## src/cfgrb_pkg.sv

```systemverilog
// constants, types and defaults of the setup register bank
package cfgrb_pkg;

    localparam int CFGRB_NUM_WORDS = 7;
    localparam int CFGRB_WORD_W = 32;
    localparam int CFGRB_TAG_W = 8;
    localparam int CFGRB_ADDR_W = 3;

    // word offsets on the register port
    localparam logic [2:0] CFGRB_OFF_SETUP_0 = 3'h0;
    localparam logic [2:0] CFGRB_OFF_SETUP_1 = 3'h1;
    localparam logic [2:0] CFGRB_OFF_SETUP_3 = 3'h3;
    localparam logic [2:0] CFGRB_OFF_SETUP_4 = 3'h4;
    localparam logic [2:0] CFGRB_OFF_LAST = 3'h6;
    // read address that echoes the top byte of word 1
    localparam logic [2:0] CFGRB_OFF_ECHO = 3'h5;
    localparam logic [2:0] CFGRB_OFF_STATUS = 3'h7;

    // field positions
    localparam int CFGRB_TAG_LSB = 0;
    localparam int CFGRB_ECHO_LSB = 24;
    localparam int CFGRB_FIRST_WAVE_BIT = 30;
    localparam int CFGRB_AUTOCALC_BIT = 31;
    localparam int CFGRB_ERR_VAL_BIT = 29;
    localparam int CFGRB_DELAY_LSB = 8;
    localparam int CFGRB_DELAY_W = 16;
    localparam int CFGRB_STAT_POR_BIT = 0;
    localparam int CFGRB_STAT_FWM_BIT = 1;

    // values after reset, word 6 down to word 0
    localparam logic [31:0] CFGRB_RST_WORD_0 = 32'h22066800;
    localparam logic [31:0] CFGRB_RST_WORD_1 = 32'h55000000;
    localparam logic [31:0] CFGRB_RST_WORD_2 = 32'h20000000;
    localparam logic [31:0] CFGRB_RST_WORD_3 = 32'h18000000;
    localparam logic [31:0] CFGRB_RST_WORD_4 = 32'h00000000;
    localparam logic [31:0] CFGRB_RST_WORD_5 = 32'h00000000;
    localparam logic [31:0] CFGRB_RST_WORD_6 = 32'h00000000;
    localparam logic [6:0][31:0] CFGRB_RST_WORDS = {
        CFGRB_RST_WORD_6, CFGRB_RST_WORD_5, CFGRB_RST_WORD_4, CFGRB_RST_WORD_3,
        CFGRB_RST_WORD_2, CFGRB_RST_WORD_1, CFGRB_RST_WORD_0};
    localparam logic [31:0] CFGRB_RST_RDATA = 32'h00000000;
    localparam logic CFGRB_RST_POR_DONE = 1'b0;
    localparam logic CFGRB_RST_PIN_SYNC = 1'b1;

    // one request on the register port
    typedef struct packed {
        logic wr;
        logic rd;
        logic [2:0] addr;
        logic [31:0] wdata;
    } cfgrb_req_t;

    // decoded fields handed to the measurement logic
    typedef struct packed {
        logic autocalc_en;
        logic first_wave_en;
        logic err_val_en;
        logic [15:0] second_delay_value;
        logic [15:0] third_delay_value;
    } cfgrb_cfg_t;

endpackage : cfgrb_pkg

```

## src/cfgrb_sync.sv

```systemverilog
// two-flop synchroniser for the external reset pin
`timescale 1ns/1ns
module cfgrb_sync (
    input wire logic clk,
    input wire logic rst_n,
    input wire logic ce,
    input wire logic async_in,
    output logic sync_q
);

    logic meta_q;

    // first stage feeds only the second stage
    always_ff @(posedge clk or negedge rst_n) begin
        if (!rst_n) begin
            meta_q <= cfgrb_pkg::CFGRB_RST_PIN_SYNC;
            sync_q <= cfgrb_pkg::CFGRB_RST_PIN_SYNC;
        end else if (ce) begin
            meta_q <= async_in;
            sync_q <= meta_q;
        end
    end

endmodule : cfgrb_sync

```

## src/cfgrb_word.sv

```systemverilog
// one 32-bit setup word with default reload
`timescale 1ns/1ns
module cfgrb_word #(
    parameter logic [31:0] RST_VAL = 32'h00000000
) (
    input wire logic clk,
    input wire logic rst_n,
    input wire logic ce,
    input wire logic load_dflt,
    input wire logic wr_en,
    input wire logic [31:0] wdata,
    output logic [31:0] word_q
);

    // whole word replaced at once, defaults win over a write
    always_ff @(posedge clk or negedge rst_n) begin
        if (!rst_n) begin
            word_q <= RST_VAL;
        end else if (ce) begin
            if (load_dflt) begin
                word_q <= RST_VAL;
            end else if (wr_en) begin
                word_q <= wdata;
            end
        end
    end

endmodule : cfgrb_word

```

## src/cfgrb_bank.sv

```systemverilog
// setup register bank: seven words, tag readback, mode decode
`timescale 1ns/1ns
module cfgrb_bank (
    input wire logic clk,
    input wire logic rst_n,
    input wire logic ce,
    input wire logic reset_pin_n,
    input wire logic reset_cmd,
    input wire cfgrb_pkg::cfgrb_req_t bus_req,
    output logic [31:0] rdata_q,
    output logic [6:0][31:0] setup_words,
    output cfgrb_pkg::cfgrb_cfg_t cfg_fields
);

    logic [31:0] word_q [cfgrb_pkg::CFGRB_NUM_WORDS];
    logic pin_sync_q;
    logic load_dflt;
    logic por_done_q;
    logic [6:0] wr_sel;

    // true when the address names one of the setup words
    function automatic logic is_word_addr(input logic [2:0] addr);
        is_word_addr = (addr <= cfgrb_pkg::CFGRB_OFF_LAST);
    endfunction : is_word_addr

    // tag byte of a word placed in the low bits
    function automatic logic [31:0] tag_of(input logic [31:0] word);
        tag_of = {24'h000000, word[cfgrb_pkg::CFGRB_TAG_LSB +: cfgrb_pkg::CFGRB_TAG_W]};
    endfunction : tag_of

    // reset pin comes from outside the clock domain
    cfgrb_sync u_pin_sync (
        .clk(clk),
        .rst_n(rst_n),
        .ce(ce),
        .async_in(reset_pin_n),
        .sync_q(pin_sync_q)
    );

    // pin or serial command both reload the defaults
    assign load_dflt = !pin_sync_q || reset_cmd;

    // write select per word, whole-word strobe
    always_comb begin
        wr_sel = 7'h00;
        if (bus_req.wr && is_word_addr(bus_req.addr)) begin
            wr_sel[bus_req.addr] = 1'b1;
        end
    end

    // the seven setup words
    for (genvar i = 0; i < cfgrb_pkg::CFGRB_NUM_WORDS; i++) begin : g_word
        cfgrb_word #(
            .RST_VAL(cfgrb_pkg::CFGRB_RST_WORDS[i])
        ) u_word (
            .clk(clk),
            .rst_n(rst_n),
            .ce(ce),
            .load_dflt(load_dflt),
            .wr_en(wr_sel[i]),
            .wdata(bus_req.wdata),
            .word_q(word_q[i])
        );
    end

    // full words to the measurement logic
    always_comb begin
        for (int k = 0; k < cfgrb_pkg::CFGRB_NUM_WORDS; k++) begin
            setup_words[k] = word_q[k];
        end
    end

    // decoded mode bits and delay fields
    always_comb begin
        cfg_fields.autocalc_en = word_q[3][cfgrb_pkg::CFGRB_AUTOCALC_BIT];
        cfg_fields.first_wave_en = word_q[3][cfgrb_pkg::CFGRB_FIRST_WAVE_BIT];
        cfg_fields.err_val_en = word_q[3][cfgrb_pkg::CFGRB_ERR_VAL_BIT];
        cfg_fields.second_delay_value =
            word_q[3][cfgrb_pkg::CFGRB_DELAY_LSB +: cfgrb_pkg::CFGRB_DELAY_W];
        cfg_fields.third_delay_value =
            word_q[4][cfgrb_pkg::CFGRB_DELAY_LSB +: cfgrb_pkg::CFGRB_DELAY_W];
    end

    // marks that the host gave the power-up reset
    always_ff @(posedge clk or negedge rst_n) begin
        if (!rst_n) begin
            por_done_q <= cfgrb_pkg::CFGRB_RST_POR_DONE;
        end else if (ce) begin
            if (load_dflt) begin
                por_done_q <= 1'b1;
            end
        end
    end

    // read data one cycle after the strobe, setup bits hidden except the top byte of word 1 at the echo address
    always_ff @(posedge clk or negedge rst_n) begin
        if (!rst_n) begin
            rdata_q <= cfgrb_pkg::CFGRB_RST_RDATA;
        end else if (ce) begin
            if (!bus_req.rd) begin
                rdata_q <= cfgrb_pkg::CFGRB_RST_RDATA;
            end else if (bus_req.addr == cfgrb_pkg::CFGRB_OFF_ECHO) begin
                rdata_q <= {24'h000000,
                    word_q[1][cfgrb_pkg::CFGRB_ECHO_LSB +: cfgrb_pkg::CFGRB_TAG_W]};
            end else if (is_word_addr(bus_req.addr)) begin
                rdata_q <= tag_of(word_q[bus_req.addr]);
            end else if (bus_req.addr == cfgrb_pkg::CFGRB_OFF_STATUS) begin
                rdata_q <= 32'h00000000;
                rdata_q[cfgrb_pkg::CFGRB_STAT_POR_BIT] <= por_done_q;
                rdata_q[cfgrb_pkg::CFGRB_STAT_FWM_BIT] <= cfg_fields.first_wave_en;
            end else begin
                rdata_q <= cfgrb_pkg::CFGRB_RST_RDATA;
            end
        end
    end

    // checks

    logic [31:0] word3_past;
    logic [31:0] word1_past;

    // snapshot of words seen one cycle earlier
    always_ff @(posedge clk or negedge rst_n) begin
        if (!rst_n) begin
            word3_past <= cfgrb_pkg::CFGRB_RST_WORD_3;
            word1_past <= cfgrb_pkg::CFGRB_RST_WORD_1;
        end else begin
            word3_past <= word_q[3];
            word1_past <= word_q[1];
        end
    end

    property p_word_write(logic [2:0] a, int idx);
        @(posedge clk) disable iff (!rst_n)
        (ce && bus_req.wr && bus_req.addr == a && !load_dflt)
            |=> (word_q[idx] == $past(bus_req.wdata));
    endproperty

    a_word3_whole_write: assert property (p_word_write(3'h3, 3))
        else $error("word 3 not replaced by write");

    a_word6_whole_write: assert property (p_word_write(3'h6, 6))
        else $error("word 6 not replaced by write");

    a_echo_top_byte: assert property (
        @(posedge clk) disable iff (!rst_n)
        (ce && bus_req.rd && bus_req.addr == cfgrb_pkg::CFGRB_OFF_ECHO)
            |=> (rdata_q == {24'h000000, word1_past[31:24]}))
        else $error("echo address did not return word 1 top byte");

    a_tag_read_back: assert property (
        @(posedge clk) disable iff (!rst_n)
        (ce && bus_req.rd && bus_req.addr == 3'h3)
            |=> (rdata_q[7:0] == word3_past[7:0]))
        else $error("tag of word 3 not read back");

    a_setup_bits_hidden: assert property (
        @(posedge clk) disable iff (!rst_n)
        (ce && bus_req.rd && bus_req.addr != cfgrb_pkg::CFGRB_OFF_ECHO)
            |=> (rdata_q[31:8] == 24'h000000))
        else $error("setup bits leaked on read");

    a_first_wave_mode: assert property (
        @(posedge clk) disable iff (!rst_n)
        (ce && !load_dflt && bus_req.wr && bus_req.addr == 3'h3 && bus_req.wdata[30])
            |=> (cfg_fields.first_wave_en
                && cfg_fields.second_delay_value == $past(bus_req.wdata[23:8])))
        else $error("first wave mode not entered");

    a_ext_enables: assert property (
        @(posedge clk) disable iff (!rst_n)
        (ce && !load_dflt && bus_req.wr && bus_req.addr == 3'h3)
            |=> (cfg_fields.autocalc_en == $past(bus_req.wdata[31])))
        else $error("word 3 bit 31 enable not taken");

    a_defaults_reload: assert property (
        @(posedge clk) disable iff (!rst_n)
        (ce && reset_cmd)
            |=> (setup_words == cfgrb_pkg::CFGRB_RST_WORDS && rdata_q[7:0] == 8'h00
                || $past(bus_req.rd)))
        else $error("defaults not reloaded");

    a_unmapped_write: assert property (
        @(posedge clk) disable iff (!rst_n)
        (ce && !load_dflt && bus_req.wr && bus_req.addr == cfgrb_pkg::CFGRB_OFF_STATUS)
            |=> $stable(setup_words))
        else $error("write to address 7 changed a word");

    a_reset_seen_flag: assert property (
        @(posedge clk) disable iff (!rst_n)
        (ce && reset_cmd) |=> por_done_q [*2])
        else $error("power-up reset flag not held");

    a_freeze_on_ce: assert property (
        @(posedge clk) disable iff (!rst_n)
        (!ce) |=> ($stable(setup_words) && $stable(rdata_q)))
        else $error("state moved while clock enable low");

    // every word takes a write whole
    a_word0_whole_write: assert property (p_word_write(3'h0, 0))
        else $error("word 0 not replaced by write");

    a_word1_whole_write: assert property (p_word_write(3'h1, 1))
        else $error("word 1 not replaced by write");

    a_word2_whole_write: assert property (p_word_write(3'h2, 2))
        else $error("word 2 not replaced by write");

    a_word4_whole_write: assert property (p_word_write(3'h4, 4))
        else $error("word 4 not replaced by write");

    a_word5_whole_write: assert property (p_word_write(3'h5, 5))
        else $error("word 5 not replaced by write");

    // a write to word 1 leaves words 0, 2 and 3 alone
    a_others_untouched: assert property (
        @(posedge clk) disable iff (!rst_n)
        (ce && !load_dflt && bus_req.wr && bus_req.addr == cfgrb_pkg::CFGRB_OFF_SETUP_1)
            |=> ($stable(word_q[0]) && $stable(word_q[2]) && $stable(word_q[3])))
        else $error("write to word 1 changed another word");

    // read data fall back to zero without a strobe
    a_read_idle_zero: assert property (
        @(posedge clk) disable iff (!rst_n)
        (ce && !bus_req.rd) |=> (rdata_q == cfgrb_pkg::CFGRB_RST_RDATA))
        else $error("read data stood without a read strobe");

    // tag bytes of words 0, 2 and 6 come back
    a_tag_word0_read: assert property (
        @(posedge clk) disable iff (!rst_n)
        (ce && bus_req.rd && bus_req.addr == cfgrb_pkg::CFGRB_OFF_SETUP_0)
            |=> (rdata_q[7:0] == $past(word_q[0][7:0])))
        else $error("tag of word 0 not read back");

    a_tag_word2_read: assert property (
        @(posedge clk) disable iff (!rst_n)
        (ce && bus_req.rd && bus_req.addr == 3'h2)
            |=> (rdata_q[7:0] == $past(word_q[2][7:0])))
        else $error("tag of word 2 not read back");

    a_tag_word6_read: assert property (
        @(posedge clk) disable iff (!rst_n)
        (ce && bus_req.rd && bus_req.addr == cfgrb_pkg::CFGRB_OFF_LAST)
            |=> (rdata_q[7:0] == $past(word_q[6][7:0])))
        else $error("tag of word 6 not read back");

    // status word: power-up reset seen, first wave mode
    a_status_read: assert property (
        @(posedge clk) disable iff (!rst_n)
        (ce && bus_req.rd && bus_req.addr == cfgrb_pkg::CFGRB_OFF_STATUS)
            |=> (rdata_q == {30'h0000000, $past(cfg_fields.first_wave_en), $past(por_done_q)}))
        else $error("status word wrong");

    // synchronised pin low reloads every word
    a_pin_reload: assert property (
        @(posedge clk) disable iff (!rst_n)
        (ce && !pin_sync_q) |=> (setup_words == cfgrb_pkg::CFGRB_RST_WORDS))
        else $error("pin reset did not reload defaults");

    // any power-up reset marks the status flag
    a_por_flag_set: assert property (
        @(posedge clk) disable iff (!rst_n)
        (ce && load_dflt) |=> por_done_q)
        else $error("power-up reset flag not set");

    // mode bits and delay fields follow the written word
    a_err_val_decode: assert property (
        @(posedge clk) disable iff (!rst_n)
        (ce && !load_dflt && bus_req.wr && bus_req.addr == cfgrb_pkg::CFGRB_OFF_SETUP_3)
            |=> (cfg_fields.err_val_en == $past(bus_req.wdata[29])))
        else $error("word 3 bit 29 not taken");

    a_second_delay_field: assert property (
        @(posedge clk) disable iff (!rst_n)
        (ce && !load_dflt && bus_req.wr && bus_req.addr == cfgrb_pkg::CFGRB_OFF_SETUP_3)
            |=> (cfg_fields.second_delay_value == $past(bus_req.wdata[23:8])))
        else $error("second delay value not taken");

    a_third_delay_field: assert property (
        @(posedge clk) disable iff (!rst_n)
        (ce && !load_dflt && bus_req.wr && bus_req.addr == cfgrb_pkg::CFGRB_OFF_SETUP_4)
            |=> (cfg_fields.third_delay_value == $past(bus_req.wdata[23:8])))
        else $error("third delay value not taken");

    a_first_wave_off: assert property (
        @(posedge clk) disable iff (!rst_n)
        (ce && !load_dflt && bus_req.wr && bus_req.addr == cfgrb_pkg::CFGRB_OFF_SETUP_3
            && !bus_req.wdata[30]) |=> !cfg_fields.first_wave_en)
        else $error("first wave mode not left");

    a_word4_keeps_modes: assert property (
        @(posedge clk) disable iff (!rst_n)
        (ce && !load_dflt && bus_req.wr && bus_req.addr == cfgrb_pkg::CFGRB_OFF_SETUP_4)
            |=> ($stable(cfg_fields.first_wave_en) && $stable(cfg_fields.autocalc_en)))
        else $error("write to word 4 moved a mode bit");

    c_comm_test: cover property (
        @(posedge clk) disable iff (!rst_n)
        (ce && bus_req.wr && bus_req.addr == 3'h1)
            ##1 (ce && bus_req.rd && bus_req.addr == cfgrb_pkg::CFGRB_OFF_ECHO));

    c_first_wave_on: cover property (
        @(posedge clk) disable iff (!rst_n)
        $rose(cfg_fields.first_wave_en));

    c_pin_reset: cover property (
        @(posedge clk) disable iff (!rst_n)
        $fell(pin_sync_q));

    c_back_to_back: cover property (
        @(posedge clk) disable iff (!rst_n)
        (ce && bus_req.wr) ##1 (ce && bus_req.rd) ##1 (ce && bus_req.wr));

endmodule : cfgrb_bank

```

## config.mk

```make
export PLATFORM = sky130hd
export DESIGN_NAME = cfgrb_bank
export DESIGN_NICKNAME = d
export VERILOG_FILES = /design/src/cfgrb_pkg.sv /design/src/cfgrb_sync.sv /design/src/cfgrb_word.sv /design/src/cfgrb_bank.sv
export SDC_FILE = /design/constraint.sdc
export NUM_CORES = 1
export LEC_CHECK = 0
export BUFFER_PORTS_ARGS = -buffer_cell sky130_fd_sc_hd__buf_2
export CORE_MARGIN = 3
export CORE_UTILIZATION = 35
export CTS_BUF_LIST = sky130_fd_sc_hd__clkbuf_4
export CTS_CLUSTER_SIZE = 25
export DETAILED_ROUTE_END_ITERATION = 10
export PLACE_DENSITY = 0.69
export SYNTH_ARGS = -nofsm -noshare
export SYNTH_HDL_FRONTEND = slang
export SYNTH_SLANG_ARGS = --single-unit
```

## constraint.sdc

```tcl
create_clock -name clk -period 1.67 [get_ports clk]
set_clock_uncertainty 0.15 [all_clocks]
set_input_delay 0.334 -clock clk [delete_from_list [all_inputs] [get_ports clk]]
set_output_delay 0.334 -clock clk [all_outputs]
set_load 0.01 [all_outputs]
```

======== Word level (Yosys, flattened, before mapping) ========
Cells that the tools add are included.
operators by class
  $lt $le $gt $ge ......................... 4
  eq/ne operators ......................... 2
  multiplexer cells ....................... 24
  bitwise logic cells ..................... 1
  reduce and logical (&&, ||, !) cells .... 19
operator list
  operator                                                                             count
  32-bit two-way mux                                                                   14
  32-bit binary-select mux with 3-bit select                                           1
  8-bit two-way mux                                                                    5
  2-bit AND reduction                                                                  8
  2-bit nonzero test                                                                   7
  7-bit two-way mux                                                                    1
  3-bit equality test, second input constant                                           2
  4-bit greater-or-equal comparator, second input constant                             1
  3-bit by 4-bit < comparator with 1-bit output, second input constant                 1
  3-bit inverter with 4-bit output                                                     1
  1-bit demux with 3-bit select                                                        1
  3-bit by 1-bit greater-or-equal comparator with 1-bit output, second input constant  1
  3-bit less-or-equal comparator, second input constant                                1
  1-bit logical AND                                                                    2
  2-bit two-way mux                                                                    1
  1-bit zero test                                                                      1
  1-bit logical OR                                                                     1
  1-bit two-way mux                                                                    1
word-level totals
  bits in registers ....................... 259
  input port bits ......................... 42
  output and inout bits ................... 291
  logic and storage cells ................. 61

======== Longest topological paths before layout ========
Gate-level depths: netlist of the first run.
  depth in word-level cells ............... 7
  gate-level depth with buffers ........... 8
  depth with buffers taken out ............ 4

======== Cells and area by module ========
Synthesis of the first run repeated with hierarchy kept, for this count alone.
unflattened totals
  cell total of the unflattened synthesis .. 1428
  area total of the unflattened synthesis .. 14428.8 µm²
modules (own cells, without submodules)
  module                              times used  cells an instance  area each (µm²)  seq. area each (µm²)
  cfgrb_word at g_word[4].u_word ...  3           179                1869.3           800.8
  cfgrb_word at g_word[2].u_word      1           180                1875.5           802.0
  cfgrb_word at g_word[3].u_word      1           179                1874.3           803.3
  cfgrb_word at g_word[0].u_word      1           179                1816.7           809.5
  cfgrb_word at g_word[1].u_word      1           179                1803.0           805.8
  cfgrb_bank                          1           170                1376.3           225.2
  cfgrb_sync                          1           4                  75.1             52.6

======== Worst setup path after synthesis of the first run ========
No wires, ideal clock.
  path type ............................... input-to-reg
  start point ............................. in bus_req[33] (netlist bit)
  end point ............................... reg rdata_q[4]
  setup time .............................. 0.132 ns
  data arrival time ....................... 1.438 ns
  data required time ...................... 1.388 ns
  setup slack ............................. -0.050 ns
  stages .................................. 5
  cells stage by stage .................... buf_4 -> buf_2 -> mux4_2 -> o211ai_1 -> o21ai_1
between the ends
  cells in the longest elaborated chain, start to end .. 7
ends and longest elaborated chain
  item                                                    line               text
  start: declaration                                      cfgrb_bank.sv:9    input wire cfgrb_pkg::cfgrb_req_t bus_req,
  3-bit inverter with 4-bit output (not written as such)  cfgrb_bank.sv:106  rdata_q <= tag_of(word_q[bus_req.addr]);
  32-bit binary-select mux with 3-bit select              cfgrb_bank.sv:106
  8-bit two-way mux (not written as such) (2 in series)   cfgrb_bank.sv:106
  8-bit two-way mux                                       cfgrb_bank.sv:105  end else if (is_word_addr(bus_req.addr)) begin
  8-bit two-way mux (*)                                   cfgrb_bank.sv:102  end else if (bus_req.addr == cfgrb_pkg::CFGRB_OFF_ECHO) begin
  8-bit two-way mux (*)                                   cfgrb_bank.sv:100  if (!bus_req.rd) begin
  end signal: assignment                                  cfgrb_bank.sv:101  rdata_q <= cfgrb_pkg::CFGRB_RST_RDATA;
  end signal: assignment                                  cfgrb_bank.sv:103  rdata_q <= {24'h000000,
  end signal: assignment                                  cfgrb_bank.sv:106
  end: declaration                                        cfgrb_bank.sv:10   output logic [31:0] rdata_q,
Mark *: on every way between the ends. The rest lies on a longest branch, timed or not. The select of a mux whose other input is x is not followed.
A chain may end at the register's enable or synchronous reset.

======== Worst setup path after layout of the first run ========
  start point ............................. reg u_pin_sync.sync_q
  end point ............................... reg g_word[6].u_word.word_q[26]
between the ends
  cells in the longest elaborated chain, start to end .. 4
ends and longest elaborated chain
  item                           line              text
  start: declaration             cfgrb_sync.sv:8   output logic sync_q
  start signal: assignment       cfgrb_sync.sv:17  sync_q <= cfgrb_pkg::CFGRB_RST_PIN_SYNC;
  start signal: assignment       cfgrb_sync.sv:20  sync_q <= meta_q;
  1-bit zero test (*)            cfgrb_bank.sv:41  assign load_dflt = !pin_sync_q || reset_cmd;
  1-bit logical OR (*)           cfgrb_bank.sv:41
  2-bit nonzero test (no line)   -
  2-bit AND reduction (no line)  -
  end signal: assignment         cfgrb_word.sv:23  word_q <= wdata;
  end: declaration               cfgrb_word.sv:12  output logic [31:0] word_q
Mark *: on every way between the ends. The rest lies on a longest branch, timed or not.

==> results by group, run 1 <==
Floorplanning
  – Die Y: approximately 170 um
  – I/O pin cnt: ~330
  – Die Width: roughly 170 um
  – Core area: roughly 0.027 mm2
  – FP Rows: 60
  – Initial Utilization: between 30% and 40%
  – Die area: between 0.02 and 0.03 mm2

Setup path
  – Crit-path cells: buf_4, nand2b_4, and2_4, buf_12, a21oi_4, buf_12, buf_12, buf_16, a32o_1
  – Cell repeated most along the worst path: buf_12
  – Critical path's largest stage delay: 540 ps
  – R2R setup slack: -260 ps
  – Worst EP required: 2090 ps
  – CP max FO: 5
  – Crit path kind: reg -> reg
  – Worst setup SP type: register
  – R2R cell count: 9
  – CP Capture Type: register
  – Crit path DAT: approximately 2400 ps
  – Crit path max-delay cell type: dfstp_2

Route
  – Aggregate routed wire length: around 44 mm
  – Drt via density: about 5.7
  – DR pass1 iterations: 6
  – DR vias: between 9,000 and 10,000
  – Wirelength per Cell: 26.0 um
  – Starting DRT DRC Count: 880
  – ANT nets after route: 0
  – Residual DRC: 0

Clock tree
  – TritonCTS clock tree: done
  – Clock Path Buffers: 3
  – Total CTS buffers: between 60 and 70
  – Clock slew at reported path FFs: ~60 ps
  – Clock Latency Late Sink: about 650 ps
  – Clock root cell: clkbuf_4
  – H-tree levels: 3
  – TritonCTS Sinks: ~240

Final layout
  – # fillers: roughly 2,000
  – Fin cells: about 1,700
  – Nets@finish: 1,332
  – Layout area overhead: 68.0%
  – Post-Route Utilization: approximately 60%
  – Layout cell share with drive strength beyond 1: 56.9%
  – Design area: 0.0162 mm2

Timing
  – Final Critical Period: between 1500 and 2000 ps
  – Slew Viols, Final: 0
  – Final Cycle Share: 115%
  – Final Hold Fails: 0
  – Maximum clock rate: a little over 500 MHz
  – RSZ-0062 raised after global routing: true
  – Post-route setup TNS: -30,140 ps
  – Final Setup Violations: roughly 310
  – Min setup slack post-route: -257 ps
  – Hold slack: approximately 70 ps

Synth
  – #FFs+latches synth: about 240
  – Post-synth ARST share: 100%
  – Most numerous cell in the Yosys netlist: dfrtp_1
  – Post-Synthesis Cells: between 600 and 700
  – Commonest cells in the netlist: 219 x dfrtp_1, 162 x a32o_1, 67 x buf_4
  – Area contributors post-synth: dfrtp_1 57%, a32o_1 17%, buf_4 5.2%
  – Post-synth top area share: a little under three fifths
  – Seq/Total Area, Yosys: about three fifths
  – Total of warnings raised by yosys: 0
  – Synthesized area: approximately 0.0097 mm2
  – Ys flop type: dfrtp_1
  – Cell taking the most area after synthesis: dfrtp_1
  – Number of flops mapped to enable cells by yosys: 0
  – Yosys cell types: between 40 and 50
  – Mean Syn Cell Area: around 14 um2

Global route
  – First-pass GRT wire length: a little under 60 mm
  – Total track usage: about a quarter
  – Vias in the first global route: between 9,000 and 10,000
  – Largest net degree at the start of global routing: 49
  – Initial antenna violation count: 3
  – Grt total ovfl: 0

Power and ir drop
  – Total Power: 13.8 mW
  – PwrDens: roughly 850 mW/mm2
  – Pleak: around 8.4 nW
  – Max VDD drop: 0.000531 V

Run status
  – Violated checks: setup timing
  – Status: complete, but fails checks

Placement
  – Placed instance area: roughly 0.012 mm2
  – Dpl hpwl: between 20 and 25 mm
  – DP Cell Count: roughly 1,300
  – Pre-CTS WS: -211 ps
  – PortBufs: just over 300
  – GP Congestion: approximately 0.9

Worst hold path
  – Worst hold stages: 5
  – HP Class: in -> reg

Run
  – Max cap viols: 0
-- registers in the layout, indices dropped and copies added (netlist names) --
register	count
u_pin_sync.meta_q	1
u_pin_sync.sync_q	1
rdata_q	8
g_word.u_word.word_q	224
por_done_q	1
-- cell families (layout without fill, tap and decap cells) --
logic type / Yosys count / after routing / synth area share (%)
AOI/OAI and AO/OA: 258 / 258 / 24.9
DFF: 235 / 235 / 61.0
buffers and inverters: 152 / 771 / 9.27
and+or+nand+nor: 31 / 31 / 1.94
muxes: 21 / 21 / 2.87
other: 1 / 27 / 0.0388
-- final cells by class --
class	count	area (um2)	share of cell area [%]
Timing Repair Buffer	633	5810	35.7
Inverter	20	75.1	0.462
Antenna cell	3	7.51	0.0462
Clock inverter	13	155	0.955
Multi-Input combinational cell	334	3080	19.0
Tap cell	341	427	2.63
Sequential cell	235	5900	36.3
Clock buffer	105	788	4.85
-- where the power goes --
| group | internal [mW] | total [mW] | switching [mW] |
|---|---|---|---|
| sequential | 5.78 | 5.84 | 0.0599 |
| combinational | 0.897 | 1.97 | 1.08 |
| clock | 3.46 | 6.01 | 2.54 |
-- worst max-delay path, delay by kind of cell (launching register included) --
family,cells,cell delay [ps]
buf+inv,5,640
flops,1,540
compound gates,2,300
simple gates,2,220
-- per-layer routing --
layer  vias up  routed length, um  part of all wire, %  track usage [%]
met1      4875              17000                   39             33.8
met4         0               1910                  4.3             12.3
met5         -                  0                    0                0
met2       656              20800                   47             41.6
met3       144               4130                  9.4             8.07
li1       3931                  -                    -                -
-- layout by cell type, fill, tap and decap left out, drive strengths merged, types with 3 or more instances in the layout --
cell type,instances
dlygate4sd3,38
a22o,47
clkbuf,117
o22a,12
diode,3
mux2i,12
o211ai,5
o221ai,6
a32o,162
bufinv,4
inv,21
o21ai,8
dfrtp,219
buf,583
a22oi,3
conb,24
clkinv,8
o22ai,5
dfstp,16
a21oi,9
mux4,5
and2,5
nor2,3
nand2,10
nand2b,3
mux2,4
-- path summary, 6_finish.rpt --
path | start | to
max in group asynchronous | rst_n | g_word[4].u_word.word_q[10]
max | u_pin_sync.sync_q | g_word[6].u_word.word_q[26]
min in group asynchronous | rst_n | g_word[5].u_word.word_q[5]
min | ce | por_done_q
max reg2reg | u_pin_sync.sync_q | g_word[6].u_word.word_q[26]
min reg2reg | por_done_q | por_done_q
-- timing repair --
action	CTS	global route
setup endpoints to repair	438	470
gates cloned	25	14
resized for setup	139	56
setup buffers	125	76
pin swaps	73	57
hold endpoints to repair	467	0
hold buffers	39	0
Note: power is estimated with default switching activity, not from simulation.
==> inputs of run 2 (changes only) <==
CORE_MARGIN = unset   (was 3)
PLACE_DENSITY = 0.63   (was 0.69)
==> run 2 against run 1 <==
Compared with the run above: the run still ends with setup timing left; setup slack better by 83 ps; die area down 4.6%; sequential cell count unchanged; wire length down 8.3%; first-iteration DRC count down 19%; maximum frequency up 4.5%; non-clock buffer count down 11; critical path type unchanged; worst hold slack better by 21 ps; highest routed layer unchanged.
==> results by group, run 2 (synthesized netlist as in run 1, its figures left out) <==
Global route
  – Initial antenna violation count: 2 (was 3)
  – First-pass GRT wire length: 56.1 mm (was 58.3 mm)
  – Total track usage: 26.6% (was 26.5%)
  – Largest net degree at the start of global routing: 33 (was 49)
  – Vias in the first global route: 9,088 (was 9,287)
  – Grt total ovfl: 0 (unchanged)

Run status
  – Status: complete, but fails checks (unchanged)
  – Violated checks: setup timing (unchanged)

Route
  – Residual DRC: 0 (unchanged)
  – DR pass1 iterations: 5 (was 6)
  – Wirelength per Cell: 24.1 um (was 26.0 um)
  – ANT nets after route: 0 (unchanged)
  – Drt via density: 5.59 (was 5.70)
  – DR vias: 9,342 (was 9,606)
  – Starting DRT DRC Count: 710 (was 880)
  – Aggregate routed wire length: 40.2 mm (was 43.8 mm)

Power and ir drop
  – Pleak: 8.21 nW (was 8.42 nW)
  – Part of the power in the clock network: 42.3% (was 43.5%)
  – Reg power frac: 44.3% (was 42.3%)
  – Net Sw Power: 3.53 mW (was 3.68 mW)
  – PwrDens: 835 mW/mm2 (was 851 mW/mm2)
  – Sw Share: 26.8% (was 26.6%)
  – Total Power: 13.2 mW (was 13.8 mW)
  – Max VDD drop: 0.000501 V (was 0.000531 V)
  – Combinational share of power: 13.4% (was 14.3%)
  – Cell-internal power: 9.65 mW (was 10.1 mW)

Final layout
  – Nets@finish: 1,321 (was 1,332)
  – Biggest regs: g_word.u_word.word_q: 224 flops, rdata_q: 8 flops (unchanged)
  – Design area: 0.0158 mm2 (was 0.0162 mm2)
  – Layout cell share with drive strength beyond 1: 55.8% (was 56.9%)
  – Commonest non-fill, non-tap cell in the layout: buf_2 (was dfrtp_1)
  – Max reg flops: 224 (unchanged)
  – Layout area overhead: 63.2% (was 68.0%)
  – Commonest non-fill, non-tap cells in the layout: 222 x buf_2, 219 x dfrtp_1, 196 x buf_4 (was 217 x dfrtp_1, 213 x buf_2, 199 x buf_4)
  – Post-Route Utilization: 58.4% (was 60.1%)
  – Most flops, register: g_word.u_word.word_q (unchanged)

Floorplanning
  – Initial Utilization: 35.8% (unchanged)
  – I/O pin cnt: 333 (unchanged)
  – Die Width: 168 um (was 172 um)
  – Die Y: 168 um (was 172 um)
  – FP Rows: 60 (unchanged)
  – Core area: 0.0270 mm2 (unchanged)
  – Die area: 0.0283 mm2 (was 0.0297 mm2)

Clock tree
  – TritonCTS Sinks: 235 (unchanged)
  – Total CTS buffers: 66 (unchanged)
  – Clock root cell: clkbuf_4 (unchanged)
  – Clock Path Buffers: 3 (unchanged)
  – TritonCTS clock tree: done (unchanged)
  – Clock slew at reported path FFs: 60 ps (about the same)
  – H-tree levels: 3 (unchanged)
  – Clock Latency Late Sink: 660 ps (was 650 ps)

Timing
  – Min setup slack post-route: -174 ps (was -257 ps)
  – Final Cycle Share: 110% (was 115%)
  – Slew @ Worst Pin: 722 ps
  – Post-route setup TNS: -21,870 ps (was -30,140 ps)
  – Final Hold Fails: 0 (unchanged)
  – Maximum clock rate: 542 MHz (was 519 MHz)
  – Final Critical Period: 1840 ps (was 1930 ps)
  – RSZ-0062 raised after global routing: true (unchanged)
  – Final Setup Violations: 315 (was 314)
  – Hold slack: 90.9 ps (was 69.6 ps)
  – Slew Viols, Final: 0 (unchanged)
  – Slew HR: between 50 and 60%

Placement
  – Dpl hpwl: 22.1 mm (was 22.5 mm)
  – Placed instance area: 0.0118 mm2 (was 0.0117 mm2)
  – PortBufs: 308 (unchanged)
  – GP Congestion: 0.857 (was 0.886)

Setup path
  – CP max FO: 6 (was 5)
  – CP Capture Type: register (unchanged)
  – Crit path DAT: 2270 ps (was 2350 ps)
  – Worst EP required: 2100 ps (was 2090 ps)
  – Crit path kind: reg -> reg (unchanged)
  – Worst setup SP type: register (unchanged)

Worst hold path
  – HP Class: in -> reg (unchanged)

Run
  – Max cap viols: 0 (unchanged)
==> run 2: cell type report <==
class	count	area [um2]
Tap cell	341	427
Multi-Input combinational cell	334	3080
Clock buffer	102	766
Inverter	20	75.1
Timing Repair Buffer	622	5420
Sequential cell	235	5900
Antenna cell	2	5.00
Clock inverter	14	119
Fill cell	2186	11200
==> run 2: timing repair <==
action,4_1_cts,5_1_grt
setup buffers,124,76
pin swaps,36,53
resized for setup,125,49
endpoints found under the hold margin,468,0
endpoints found under the setup margin,411,499
cloned,16,8
hold buffers,41,0
==> run 2: final timing paths <==
kind / startpoint / endpoint / slack, ps / depth (start not counted)
max: u_pin_sync.sync_q / g_word[2].u_word.word_q[28] / -170 / 8
min: reset_cmd / g_word[3].u_word.word_q[27] / 90 / 5
max reg2reg: u_pin_sync.sync_q / g_word[2].u_word.word_q[28] / -170 / 8
min reg2reg: g_word[3].u_word.word_q[27] / g_word[3].u_word.word_q[27] / 320 / 2
max in group asynchronous: rst_n / rdata_q[1] / 120 / 3
min in group asynchronous: rst_n / g_word[1].u_word.word_q[23] / 200 / 3
==> run 2: power by group through the flow <==
stage / Clock [mW] / Sequential, mW / Combinational [mW]
2_1_floorplan: 0 / 5.97 / 0.526
3_3_place_gp: 0 / 5.94 / 1.25
3_5_place_dp: 0 / 5.94 / 1.26
4_1_cts: 5.66 / 5.84 / 1.66
5_1_grt: 6.00 / 5.84 / 1.86
6_report: 5.58 / 5.84 / 1.76
==> run 2: metal layers <==
| metal | up-vias | global-route usage, % | wire length (um) |
|---|---|---|---|
| li1 | 3899 | - | - |
| met3 | 101 | 7.73 | 3330 |
| met1 | 4806 | 32.7 | 15800 |
| met4 | 0 | 11.1 | 1400 |
| met2 | 536 | 43.7 | 19700 |
| met5 | - | 0 | 0 |
==> run 2: worst max-delay path: stages (launching register included) <==
cell and delay [ps]:
dfstp_2 540, buf_6 100, nand2b_4 50, and2_4 190
buf_12 140, a21oi_4 150, buf_12 140, clkbuf_16 160
a22o_1 140
==> run 2: through the flow <==
| stage | std cells | worst slack [ps] |
|---|---|---|
| finish | 1670 | -174 |
| global route | 1670 | -215 |
| CTS | 1596 | -199 |
| detailed placement | 1300 | -235 |
| global placement | 1300 | -202 |
| floorplan | 721 | -14.7 |
